[src/pkg/ashp_map.svh]
// Constants of the converter serial host port
`ifndef ASHP_MAP_SVH
`define ASHP_MAP_SVH

// Clock periods in ns; master clock assumed equal to core clock by default
`define ASHP_CORE_NS 20
`define ASHP_MCLK_NS 20

// Initialisation after reset, in master-clock periods
`define ASHP_INIT_MCLKS 18
`define ASHP_INIT_CYC \
	((`ASHP_INIT_MCLKS * `ASHP_MCLK_NS + `ASHP_CORE_NS - 1) / `ASHP_CORE_NS)

// Modulator period in master-clock periods, per clock-rate select
`define ASHP_MOD_MCLKS_SLOW 4
`define ASHP_MOD_MCLKS_FAST 16
`define ASHP_MOD_CYC_SLOW \
	((`ASHP_MOD_MCLKS_SLOW * `ASHP_MCLK_NS + `ASHP_CORE_NS - 1) / `ASHP_CORE_NS)
`define ASHP_MOD_CYC_FAST \
	((`ASHP_MOD_MCLKS_FAST * `ASHP_MCLK_NS + `ASHP_CORE_NS - 1) / `ASHP_CORE_NS)

// Power-down after this many modulator periods held low
`define ASHP_PD_MODS 512

// Frame layout
`define ASHP_FRAME_BITS 48
`define ASHP_STAT_SYNC 4'hC

// Opcodes decoded on the seventh falling edge (upper seven bits)
`define ASHP_OP7_START 7'h04
`define ASHP_OP7_STOP 7'h05
`define ASHP_OP7_CONT_RD 7'h08
`define ASHP_OP7_SDATAC 7'h09
`define ASHP_OP7_RDATA 7'h0A
// Opcodes decoded on the eighth falling edge
`define ASHP_OP_RESET 8'h06
`define ASHP_OP_REGWR_HI 4'h4

// Register addresses and fields
`define ASHP_ADDR_CFG 4'h1
`define ASHP_ADDR_LEAD 4'h2
`define ASHP_ADDR_PIN 4'h3
`define ASHP_CFG_SINGLE 7
`define ASHP_LEAD_CLKDIV 6
`define ASHP_CFG_RST 8'h02
`define ASHP_PIN_RST 4'hC
`define ASHP_CONT_RST 1'b1

`endif

[src/pkg/ashp_pkg.sv]
// Types of the converter serial host port
package ashp_pkg;
	typedef enum logic [1:0] {
		st_cmd,
		st_wcount,
		st_wdata,
		st_read
	} ashp_spi_state_e;
endpackage

[src/ashp_sync.sv]
// Two-flop synchroniser for a group of pin inputs
`timescale 1ns/1ps
module ashp_sync #(
	parameter int WIDTH = 1,
	parameter logic [WIDTH-1:0] RST_VAL = '0
) (
	// Clock and reset
	input wire logic core_clk,
	input wire logic reset,
	// Pins in, synchronised out
	input wire logic [WIDTH-1:0] async_in,
	output logic [WIDTH-1:0] sync_out
);
	logic [WIDTH-1:0] meta;

	always_ff @(posedge core_clk or posedge reset) begin
		if (reset) begin
			meta <= RST_VAL;
			sync_out <= RST_VAL;
		end else begin
			meta <= async_in;
			sync_out <= meta;
		end
	end
endmodule

[src/ashp_fifo.sv]
// Small sample FIFO with valid/ready on both sides
`timescale 1ns/1ps
module ashp_fifo #(
	parameter int WIDTH = 32,
	parameter int DEPTH = 4
) (
	// Clock and reset
	input wire logic core_clk,
	input wire logic reset,
	// Fill side
	input wire logic in_valid,
	output logic in_ready,
	input wire logic [WIDTH-1:0] in_data,
	// Drain side
	output logic out_valid,
	input wire logic out_ready,
	output logic [WIDTH-1:0] out_data
);
	localparam int AW = (DEPTH > 1) ? $clog2(DEPTH) : 1;
	logic [WIDTH-1:0] mem [DEPTH];
	logic [AW-1:0] wr_ptr;
	logic [AW-1:0] rd_ptr;
	logic [AW:0] count;
	logic push;
	logic pop;

	assign in_ready = count != (AW + 1)'(DEPTH);
	assign out_valid = count != '0;
	assign push = in_valid & in_ready;
	assign pop = out_valid & out_ready;
	assign out_data = mem[rd_ptr];

	always_ff @(posedge core_clk) begin
		if (push) begin
			mem[wr_ptr] <= in_data;
		end
	end

	always_ff @(posedge core_clk or posedge reset) begin
		if (reset) begin
			wr_ptr <= '0;
			rd_ptr <= '0;
			count <= '0;
		end else begin
			if (push) begin
				wr_ptr <= (wr_ptr == AW'(DEPTH - 1)) ? '0 : wr_ptr + 1'b1;
			end
			if (pop) begin
				rd_ptr <= (rd_ptr == AW'(DEPTH - 1)) ? '0 : rd_ptr + 1'b1;
			end
			count <= count + (AW + 1)'(push) - (AW + 1)'(pop);
		end
	end
endmodule

[src/ashp_port.sv]
// Serial host port of a two-channel 16-bit converter
`timescale 1ns/1ps
`include "ashp_map.svh"
// What this block does
// - Deselect resets interface, floats data-out
// - Data-ready falls on completion, ignoring select
// - Partial commands recovered by deselect
// - Data-in sampled on falling serial edge
// - Data-out shifted on rising edge, MSB first
// - Continuous read and on-demand read supported
// - First falling serial edge raises data-ready
// - Frame: status plus two 16-bit channels
// - Status: 1100, lead bits, pins, zeros
// - Powered-down channel slot sends zeros
// - Extra clocks repeat the frame
// - Overlapping read never corrupts shifted data
// - Two pins: direction, true levels, defaults
// - Reset on either pin edge; long low powers down
// - Reset command at eighth edge, 18 clocks
// - New primary config write resets filter
// - Conversions only after start pin or command
// - Config bit 7 selects single-shot mode
// - System commands decoded on seventh edge, except reset (eighth edge)
// - Start raises data-ready until first result
// - Single-shot stops after one conversion
module ashp_port #(
	parameter int FIFO_DEPTH = 4,
	parameter int PD_MODS = `ASHP_PD_MODS
) (
	// Clock and reset
	input wire logic core_clk,
	input wire logic reset,
	// Serial pins
	input wire logic cs_n,
	input wire logic sclk,
	input wire logic din,
	output logic dout,
	output logic dout_oe,
	output logic data_ready_n,
	// Control pins
	input wire logic start_pin,
	input wire logic powerdown_reset_n,
	// General-purpose pins
	input wire logic [1:0] gpio_in,
	output logic [1:0] gpio_out,
	output logic [1:0] gpio_oe,
	// Samples from the converter core
	input wire logic sample_valid,
	output logic sample_ready,
	input wire logic [31:0] sample_data,
	input wire logic [4:0] lead_off_flags,
	input wire logic [1:0] chan_powerdown,
	// Status and control toward the core
	output logic conv_run,
	output logic filter_reset,
	output logic powered_down,
	output logic continuous_read_mode,
	output logic [1:0] pin_level_bits
);
	localparam logic [4:0] INIT_CYC = 5'(`ASHP_INIT_CYC);
	localparam logic [4:0] MOD_SLOW = 5'(`ASHP_MOD_CYC_SLOW);
	localparam logic [4:0] MOD_FAST = 5'(`ASHP_MOD_CYC_FAST);
	localparam logic [5:0] LAST_BIT = 6'(`ASHP_FRAME_BITS - 1);

	logic cs_s, sclk_s, din_s, start_s, pwdn_s;
	logic [1:0] gpio_s;
	logic sclk_d, start_d, pwdn_d;
	ashp_pkg::ashp_spi_state_e state;
	logic [2:0] bcnt;
	logic [7:0] shreg;
	logic [3:0] waddr;
	logic rd_pend;
	logic [7:0] primary_config_reg;
	logic [7:0] lead_status_reg;
	logic [1:0] pin_direction_bits;
	logic [1:0] pin_out_bits;
	logic [`ASHP_FRAME_BITS-1:0] frame;
	logic [5:0] fcnt;
	logic running;
	logic [4:0] init_cnt;
	logic [4:0] modcnt;
	logic [9:0] pd_cnt;
	logic fifo_valid;
	logic [31:0] fifo_data;
	logic fall, rise, sel, bit_in, byte_end, hit7;
	logic [6:0] op7;
	logic [7:0] opcode;
	logic rst_cmd, start_cmd, stop_cmd, wr, cfg_new;
	logic start_evt, stop_evt, soft_rst, init_busy, accept, load, rd_act, busy;
	logic [4:0] mod_len;
	logic mod_tick;

	ashp_sync #(
		.WIDTH(7),
		.RST_VAL(7'h44)
	) u_sync (
		.core_clk(core_clk),
		.reset(reset),
		.async_in({cs_n, sclk, din, start_pin, powerdown_reset_n, gpio_in}),
		.sync_out({cs_s, sclk_s, din_s, start_s, pwdn_s, gpio_s})
	);

	// Holds samples while a frame is being shifted out
	ashp_fifo #(
		.WIDTH(32),
		.DEPTH(FIFO_DEPTH)
	) u_fifo (
		.core_clk(core_clk),
		.reset(reset),
		.in_valid(sample_valid & running & ~init_busy),
		.in_ready(sample_ready),
		.in_data(sample_data),
		.out_valid(fifo_valid),
		.out_ready(load),
		.out_data(fifo_data)
	);

	assign fall = ~sclk_s & sclk_d;
	assign rise = sclk_s & ~sclk_d;
	assign sel = ~cs_s;
	assign bit_in = fall & sel;
	assign op7 = {shreg[5:0], din_s};
	assign opcode = {shreg[6:0], din_s};
	assign byte_end = bit_in & (bcnt == 3'd7);
	assign hit7 = bit_in & (state == ashp_pkg::st_cmd) & (bcnt == 3'd6);
	assign start_cmd = hit7 & (op7 == `ASHP_OP7_START);
	assign stop_cmd = hit7 & (op7 == `ASHP_OP7_STOP);
	assign rst_cmd = byte_end & (state == ashp_pkg::st_cmd) & (opcode == `ASHP_OP_RESET);
	assign wr = byte_end & (state == ashp_pkg::st_wdata);
	assign cfg_new = wr & (waddr == `ASHP_ADDR_CFG) & (opcode != primary_config_reg);
	// Start by pin rise or command
	assign start_evt = ~init_busy & ((start_s & ~start_d) | start_cmd);
	assign stop_evt = (~start_s & start_d) | stop_cmd;
	assign soft_rst = (pwdn_d & ~pwdn_s) | (~pwdn_d & pwdn_s) | rst_cmd;
	assign init_busy = (init_cnt != 5'd0) | ~pwdn_s;
	assign accept = sample_valid & sample_ready & running & ~init_busy;
	assign rd_act = sel & (continuous_read_mode | (state == ashp_pkg::st_read));
	assign busy = rd_act & (fcnt != 6'd0);
	assign load = fifo_valid & ~busy & ~init_busy;
	assign mod_len = lead_status_reg[`ASHP_LEAD_CLKDIV] ? MOD_FAST : MOD_SLOW;
	assign mod_tick = modcnt == mod_len - 5'd1;
	assign dout_oe = sel;
	assign conv_run = running;
	assign gpio_oe = ~pin_direction_bits;
	assign gpio_out = pin_out_bits;
	assign pin_level_bits = gpio_s;

	always_ff @(posedge core_clk or posedge reset) begin
		if (reset) begin
			sclk_d <= 1'b0;
			start_d <= 1'b0;
			pwdn_d <= 1'b1;
		end else begin
			sclk_d <= sclk_s;
			start_d <= start_s;
			pwdn_d <= pwdn_s;
		end
	end

	// Command shifter; deselect drops any half-sent command
	always_ff @(posedge core_clk or posedge reset) begin
		if (reset) begin
			state <= ashp_pkg::st_cmd;
			bcnt <= 3'd0;
			shreg <= 8'h00;
			waddr <= 4'h0;
			rd_pend <= 1'b0;
		end else if (!sel) begin
			state <= ashp_pkg::st_cmd;
			bcnt <= 3'd0;
			rd_pend <= 1'b0;
		end else if (bit_in) begin
			shreg <= opcode;
			bcnt <= bcnt + 3'd1;
			if (hit7 && op7 == `ASHP_OP7_RDATA) begin
				rd_pend <= 1'b1;
			end
			if (byte_end) begin
				case (state)
					ashp_pkg::st_cmd: begin
						rd_pend <= 1'b0;
						if (rd_pend) begin
							state <= ashp_pkg::st_read;
						end else if (opcode[7:4] == `ASHP_OP_REGWR_HI) begin
							waddr <= opcode[3:0];
							state <= ashp_pkg::st_wcount;
						end
					end
					ashp_pkg::st_wcount: state <= ashp_pkg::st_wdata;
					ashp_pkg::st_wdata: state <= ashp_pkg::st_cmd;
					ashp_pkg::st_read: state <= ashp_pkg::st_read;
					default: state <= ashp_pkg::st_cmd;
				endcase
			end
		end
	end

	always_ff @(posedge core_clk or posedge reset) begin
		if (reset) begin
			continuous_read_mode <= `ASHP_CONT_RST;
		end else if (init_busy) begin
			continuous_read_mode <= `ASHP_CONT_RST;
		end else if (hit7 && op7 == `ASHP_OP7_CONT_RD) begin
			continuous_read_mode <= 1'b1;
		end else if (hit7 && op7 == `ASHP_OP7_SDATAC) begin
			continuous_read_mode <= 1'b0;
		end
	end

	// Register file; defaults reloaded throughout initialisation
	always_ff @(posedge core_clk or posedge reset) begin
		if (reset) begin
			primary_config_reg <= `ASHP_CFG_RST;
			lead_status_reg <= 8'h00;
			{pin_direction_bits, pin_out_bits} <= `ASHP_PIN_RST;
		end else begin
			lead_status_reg[4:0] <= lead_off_flags;
			if (init_busy) begin
				primary_config_reg <= `ASHP_CFG_RST;
				lead_status_reg[`ASHP_LEAD_CLKDIV] <= 1'b0;
				{pin_direction_bits, pin_out_bits} <= `ASHP_PIN_RST;
			end else if (wr) begin
				case (waddr)
					`ASHP_ADDR_CFG: primary_config_reg <= opcode;
					`ASHP_ADDR_LEAD: lead_status_reg[`ASHP_LEAD_CLKDIV] <= opcode[6];
					`ASHP_ADDR_PIN: begin
						pin_direction_bits <= opcode[3:2];
						for (int i = 0; i < 2; i++) begin
							if (!opcode[2 + i]) begin
								pin_out_bits[i] <= opcode[i];
							end
						end
					end
					default: primary_config_reg <= primary_config_reg;
				endcase
			end
		end
	end

	always_ff @(posedge core_clk or posedge reset) begin
		if (reset) begin
			frame <= '0;
		end else if (load) begin
			// Status, then channel one, then channel two
			frame <= {`ASHP_STAT_SYNC, lead_status_reg[4:0], gpio_s, 5'h00,
				chan_powerdown[0] ? 16'h0000 : fifo_data[31:16],
				chan_powerdown[1] ? 16'h0000 : fifo_data[15:0]};
		end
	end

	always_ff @(posedge core_clk or posedge reset) begin
		if (reset) begin
			fcnt <= 6'd0;
			dout <= 1'b0;
		end else if (!sel) begin
			fcnt <= 6'd0;
			dout <= 1'b0;
		end else if (rise && rd_act) begin
			dout <= frame[LAST_BIT - fcnt];
			fcnt <= (fcnt == LAST_BIT) ? 6'd0 : fcnt + 6'd1;
		end
	end

	always_ff @(posedge core_clk or posedge reset) begin
		if (reset) begin
			running <= 1'b0;
		end else if (init_busy) begin
			running <= (init_cnt == 5'd1) & pwdn_s & start_s;
		end else if (start_evt) begin
			running <= 1'b1;
		end else if (stop_evt) begin
			running <= 1'b0;
		end else if (accept && primary_config_reg[`ASHP_CFG_SINGLE]) begin
			running <= 1'b0;
		end
	end

	// Data-ready; completion wins over a same-cycle clear
	always_ff @(posedge core_clk or posedge reset) begin
		if (reset) begin
			data_ready_n <= 1'b1;
		end else if (load) begin
			data_ready_n <= 1'b0;
		end else if (fall || start_evt || init_busy) begin
			data_ready_n <= 1'b1;
		end
	end

	always_ff @(posedge core_clk or posedge reset) begin
		if (reset) begin
			filter_reset <= 1'b0;
		end else begin
			filter_reset <= start_evt | cfg_new | soft_rst;
		end
	end

	always_ff @(posedge core_clk or posedge reset) begin
		if (reset) begin
			init_cnt <= 5'd0;
			modcnt <= 5'd0;
			pd_cnt <= 10'd0;
			powered_down <= 1'b0;
		end else begin
			if (soft_rst) begin
				init_cnt <= INIT_CYC;
			end else if (init_cnt != 5'd0) begin
				init_cnt <= init_cnt - 5'd1;
			end
			modcnt <= (pwdn_s || mod_tick) ? 5'd0 : modcnt + 5'd1;
			if (pwdn_s) begin
				pd_cnt <= 10'd0;
			end else if (mod_tick && pd_cnt != 10'(PD_MODS)) begin
				pd_cnt <= pd_cnt + 10'd1;
			end
			powered_down <= ~pwdn_s & (pd_cnt == 10'(PD_MODS));
		end
	end
endmodule

[config.mk]
export PLATFORM = sky130hd
export DESIGN_NAME = ashp_port
export DESIGN_NICKNAME = d
export VERILOG_FILES = /design/src/pkg/ashp_pkg.sv /design/src/ashp_sync.sv /design/src/ashp_fifo.sv /design/src/ashp_port.sv
export VERILOG_INCLUDE_DIRS = /design/src /design/src/pkg
export SDC_FILE = /design/constraint.sdc
export NUM_CORES = 1
export LEC_CHECK = 0
export BUFFER_PORTS_ARGS = -buffer_cell sky130_fd_sc_hd__buf_4
export CORE_ASPECT_RATIO = 0.5
export CORE_MARGIN = 5
export CORE_UTILIZATION = 56
export CTS_CLUSTER_SIZE = 8
export DETAILED_ROUTE_END_ITERATION = 10
export MAX_ROUTING_LAYER = met4
export PLACE_DENSITY = 0.74
export REMOVE_ABC_BUFFERS = 1
export SLEW_MARGIN = 0
export SYNTH_ARGS = -nofsm -noshare
export SYNTH_HDL_FRONTEND = slang
export SYNTH_SLANG_ARGS = --single-unit
[constraint.sdc]
create_clock -name core_clk -period 6.1 [get_ports core_clk]
set_input_delay 1.22 -clock core_clk [delete_from_list [all_inputs] [get_ports core_clk]]
set_output_delay 1.22 -clock core_clk [all_outputs]
set_load 0.005 [all_outputs]
==> results.json, run 1 <==
{
  "worst_slack_ns": 2.56,
  "synth_most_common_cell": "edfxtp_1",
  "place_congestion": 0.847,
  "routed_wl_um": 19200,
  "dp_cells": 1045,
  "outcome": "completed",
  "postCtsSetupRepairBufs": 0,
  "yosysSeqAreaShare_pct": 65.1,
  "timing.final.crit_period_ns": 3.54,
  "yosysTopAreaCell": "edfxtp_1",
  "synthTopCellsByArea": "edfxtp_1 35%, dfrtp_1 28%, mux4_2 7.8%",
  "vias": 6076,
  "maxSlewViolCount": 0,
  "cts_tree": "done",
  "wl_per_cell_um": 17.2,
  "dp.final_hpwl_um": 11900,
  "numCtsBuffers": 38,
  "fin_skew_ns": 0.0257,
  "die_h_um": 109,
  "reg_top3": "u_fifo.mem x128, frame x40, pd_cnt x10",
  "yosysWarningCount": 0,
  "htree_levels": 2,
  "grt_pass1_wl_um": 32200,
  "synth_top_area_share_pct": 35.1,
  "fin_crit_sh_pct": 58.1,
  "instances_no_fill": 1114,
  "synth_edf_count": 128,
  "hold_path_class": "register to register",
  "drc": 0,
  "synthFlopType": "edfxtp_1",
  "top_register": "u_fifo.mem",
  "tns_ns": 0,
  "crit_type": "register to register",
  "syn_area_um2": 11000,
  "rsz0062_at_grt": "false",
  "setup_viol": 0,
  "rows": 36,
  "drive_gt1_share_pct": 23.6,
  "cts_max_path_buffers": 3,
  "nets": 894,
  "hold_viol_final": 0,
  "firstDrtPassIters": 4,
  "portBuffers": 62,
  "critPathLaunchType": "register",
  "root_buffer": "clkbuf_16",
  "arrival_ns": 3.94,
  "cts-resized-gates": 0,
  "clk_pin_slew_worst_paths_ns": 0.05,
  "antenna_cells": 0,
  "cts_sinks": 259,
  "synth-seq-cells": 259,
  "synth_cell_types": 61,
  "insertion_delay_ns": 0.51,
  "grt_max_degree": 77,
  "hold_buffers": 0,
  "fmax_ghz": 0.282,
  "endpoint_kind": "register",
  "drtIter0Drc": 313,
  "powerDensity_nw_per_um2": 384,
  "antenna_found_initial": 0,
  "core_area_um2": 19300,
  "p_leak_nw": 5.12,
  "grt-ovfl-total": 0,
  "tightest_slew_ns": 0.901,
  "pre_cts_ws_ns": 2.51,
  "start_util_pct": 56.7,
  "largest_reg_flops": 128,
  "grt_pass1_vias": 6379,
  "relSlewSlack_pct": 39.9,
  "grt_util_all_layers_pct": 18.2,
  "final_antenna_net_count": 0,
  "timing.hold.ws_ns": 0.345,
  "place_area_um2": 11600,
  "num_io_pins": 63,
  "synthCells": 746,
  "ys_top_cells_by_count": "128 x edfxtp_1, 121 x dfrtp_1, 57 x nand2_1",
  "design_area_um2": 12700,
  "area_growth_pct": 16.3,
  "avgSynthCellArea_um2": 14.7,
  "cp.required_ns": 6.50,
  "fillers": 1349,
  "ys_async_sr_fraction_pct": 50.6,
  "cp_max_fo": 76,
  "die_w_um": 208,
  "ir_drop_uv": 214,
  "viasPerCell": 5.45,
  "dieArea_um2": 22600,
  "drv_cap": 0
}
-- critical path, stage by stage (launching register included) --
cell and delay, ns:
dfrtp_1 0.93, inv_1 0.17, ha_1 0.25, a41oi_1 0.19, or3_4 0.66, inv_1 0.16, ha_1 0.33, inv_1 0.04
ha_1 0.19, fa_1 0.37, xnor2_1 0.13
-- metrics by stage --
step / utilization, % / power [mW]
3_3_place_gp: 60.1 / 3.00
6_report: 65.9 / 4.90
5_1_grt: 65.9 / 5.15
2_1_floorplan: - / 2.80
3_5_place_dp: 60.1 / 3.03
4_1_cts: 65.9 / 4.95
-- final timing paths --
kind	from	end	slack, ns	cells past startpoint
worst min register to register	u_sync.meta[4]$_DFF_PP0_	u_sync.sync_out[4]$_DFF_PP0_	0.34	0
worst min-delay path	u_sync.meta[4]$_DFF_PP0_	u_sync.sync_out[4]$_DFF_PP0_	0.34	0
min in group asynchronous	reset	init_cnt[1]$_DFFE_PP0P_	0.89	2
max in group asynchronous	reset	primary_config_reg[3]$_DFFE_PP0P_	3.95	3
worst max register to register	fcnt[0]$_DFFE_PP0P_	u_fifo.count[2]$_DFF_PP0_	2.56	10
worst max-delay path	fcnt[0]$_DFFE_PP0P_	u_fifo.count[2]$_DFF_PP0_	2.56	10
-- routing by layer --
layer	global-route usage (%)	wire [um]
met1	24.4	8780
met2	29.2	9230
met3	3.62	891
met4	4.82	286
met5	-	0
-- layout by cell type, fill, tap and decap left out, types with 10 or more instances in the layout --
master       n
nand2b_1    36
a21oi_1     11
o21ai_0     35
clkbuf_1    27
buf_4       68
mux4_2      38
inv_1       28
mux2i_1     19
ha_1        25
mux2_2      11
clkbuf_16   38
xor2_1      18
dfstp_2     10
nand2_1     57
edfxtp_1   128
nor2_1      48
dfrtp_1    119
-- cell families after synthesis --
group	Yosys count	synth area share (%)
XOR/XNOR	26	2.08
multiplexers	76	11.8
AO/OA/AOI/OAI	92	5.54
buffers and inverters	64	2.68
flip-flops	259	65.1
AND/OR/NAND/NOR	203	9.78
adder cells (fa/ha/maj)	26	3.04
-- layout make-up --
| class | count | area [um2] | area share, % |
|---|---|---|---|
| Clock inverter | 4 | 66.3 | 0.521 |
| Multi-Input combinational cell | 423 | 3530 | 27.7 |
| Clock buffer | 65 | 1050 | 8.26 |
| Tap cell | 266 | 333 | 2.61 |
| Sequential cell | 259 | 7140 | 56.0 |
| Inverter | 29 | 111 | 0.874 |
| Timing Repair Buffer | 68 | 510 | 4.01 |
-- where the power goes --
group / total [mW] / switching (mW) / internal, mW
clock: 1.90 / 0.726 / 1.18
combinational: 0.739 / 0.315 / 0.423
sequential: 2.25 / 0.216 / 2.04
(Power assumes the default switching activity.)
==> inputs of run 2 (changes only) <==
Clock period 6.1 ns to 3.7 ns, I/O delays scaled along.
==> results.json, run 2 (synthesized netlist as in run 1, its figures left out) <==
{
  "r2r_slack_ns": 0.91,
  "rsz0062_at_grt": "false",
  "maxSlewViolCount": 0,
  "nets": 898,
  "place_area_um2": 11700,
  "critPathLaunchType": "register",
  "area_growth_pct": 16.7,
  "reg_top3": "u_fifo.mem x128, frame x40, pd_cnt x10",
  "clk_pin_slew_worst_paths_ns": 0.05,
  "cp_max_fo": 16,
  "outcome": "completed",
  "dieArea_um2": 22600,
  "place_congestion": 0.807,
  "timing.final.crit_period_ns": 2.79,
  "crit_start": "init_cnt[0]$_DFFE_PP0P_",
  "viasPerCell": 5.47,
  "setup_viol": 0,
  "min_path_cells": 1,
  "dp_cells": 1049,
  "fin_crit_sh_pct": 75.5,
  "fmax_ghz": 0.358,
  "wl_per_cell_um": 17.7,
  "instances_no_fill": 1119,
  "core_area_um2": 19300,
  "cts-resized-gates": 0,
  "finalPower_mw": 8.11,
  "fin_util_pct": 66.2,
  "layout_commonest_cell": "edfxtp_1",
  "largest_reg_flops": 128,
  "grt_pass1_wl_um": 33600,
  "endpoint_kind": "register",
  "antenna_found_initial": 0,
  "final_cell_mix": "128 x edfxtp_1, 119 x dfrtp_1, 71 x buf_4",
  "portBuffers": 62,
  "grt-ovfl-total": 0,
  "hold_path_class": "primary input to register",
  "crit_type": "register to register",
  "cp.required_ns": 4.09,
  "rows": 36,
  "cts_sinks": 259,
  "grt_util_all_layers_pct": 18.9,
  "postCtsSetupRepairBufs": 0,
  "routed_wl_um": 19800,
  "antenna_cells": 0,
  "arrival_ns": 3.19,
  "top_register": "u_fifo.mem",
  "fin_skew_ns": 0.0158,
  "die_w_um": 208,
  "num_io_pins": 63,
  "drv_cap": 0,
  "start_util_pct": 56.7,
  "root_buffer": "clkbuf_16",
  "powerDensity_nw_per_um2": 634,
  "drtIter0Drc": 330,
  "hold_viol_final": 0,
  "drive_gt1_share_pct": 23.9,
  "cts_tree": "done",
  "numCtsBuffers": 38,
  "cts_max_path_buffers": 3,
  "fillers": 1344,
  "tightest_slew_ns": 0.857,
  "htree_levels": 2,
  "design_area_um2": 12800,
  "grt_pass1_vias": 6540,
  "grt_max_degree": 76,
  "hold_buffers": 0,
  "insertion_delay_ns": 0.51,
  "vias": 6124,
  "hold_start": "cs_n",
  "firstDrtPassIters": 4,
  "final_antenna_net_count": 0,
  "r2r-start": "init_cnt[0]$_DFFE_PP0P_",
  "ir_drop_uv": 377,
  "drc": 0,
  "reg2reg_depth": 12,
  "relSlewSlack_pct": 42.9,
  "p_leak_nw": 5.15,
  "die_h_um": 109,
  "dp.final_hpwl_um": 11900
}
-- run 2: cell count changes in the layout (fill, tap and decap cells not counted), sizes merged --
cell	previous run	this run
buf	68	72
clkbuf	65	66
-- run 2: worst paths after layout --
path                                                          end
worst max-delay path                    u_fifo.count[2]$_DFF_PP0_
worst max register to register          u_fifo.count[2]$_DFF_PP0_
max in group asynchronous       pin_direction_bits[1]$_DFFE_PP1P_
worst min-delay path                     u_sync.meta[6]$_DFF_PP1_
worst min register to register       u_sync.sync_out[0]$_DFF_PP0_
min in group asynchronous            lead_status_reg[1]$_DFF_PP0_
-- run 2: layout make-up --
cell class | count | area (um2) | area share [%]
Clock buffer | 66 | 1060 | 8.26
Clock inverter | 4 | 66.3 | 0.519
Inverter | 29 | 111 | 0.871
Multi-Input combinational cell | 423 | 3530 | 27.6
Sequential cell | 259 | 7140 | 55.8
Tap cell | 266 | 333 | 2.60
Timing Repair Buffer | 72 | 553 | 4.33
-- run 2: routing by layer --
layer,share of wire (%),vias to the layer above,track usage (%)
li1,-,2891,-
met3,4.4,30,3.33
met2,48,122,31.0
met1,46,3081,25.4
met4,1.6,0,4.54
met5,0,-,-
-- run 2: worst max-delay path, cell delays in order (launching register included) --
cell	delay (ns)
dfrtp_1	0.40
inv_1	0.12
ha_1	0.20
nor4b_4	0.31
nand2_2	0.07
buf_4	0.20
or3_4	0.39
inv_1	0.08
ha_1	0.14
inv_1	0.04
ha_1	0.20
fa_1	0.38
xnor2_1	0.14
-- run 2: power breakdown --
group | internal, mW | switching, mW
clock network | 1.95 | 1.23
registers | 3.36 | 0.347
logic | 0.702 | 0.527
-- run 2: stage by stage --
| stage | hold WS, ns | TNS [ns] | setup WS, ns |
|---|---|---|---|
| after global placement | 0.332 | 0 | 0.997 |
| after detailed placement | 0.336 | 0 | 0.895 |
| after CTS | 0.318 | 0 | 0.893 |
| after global routing | 0.315 | 0 | 0.757 |
| final | 0.339 | 0 | 0.906 |
| after floorplan | 0.331 | -63.06 | -0.521 |
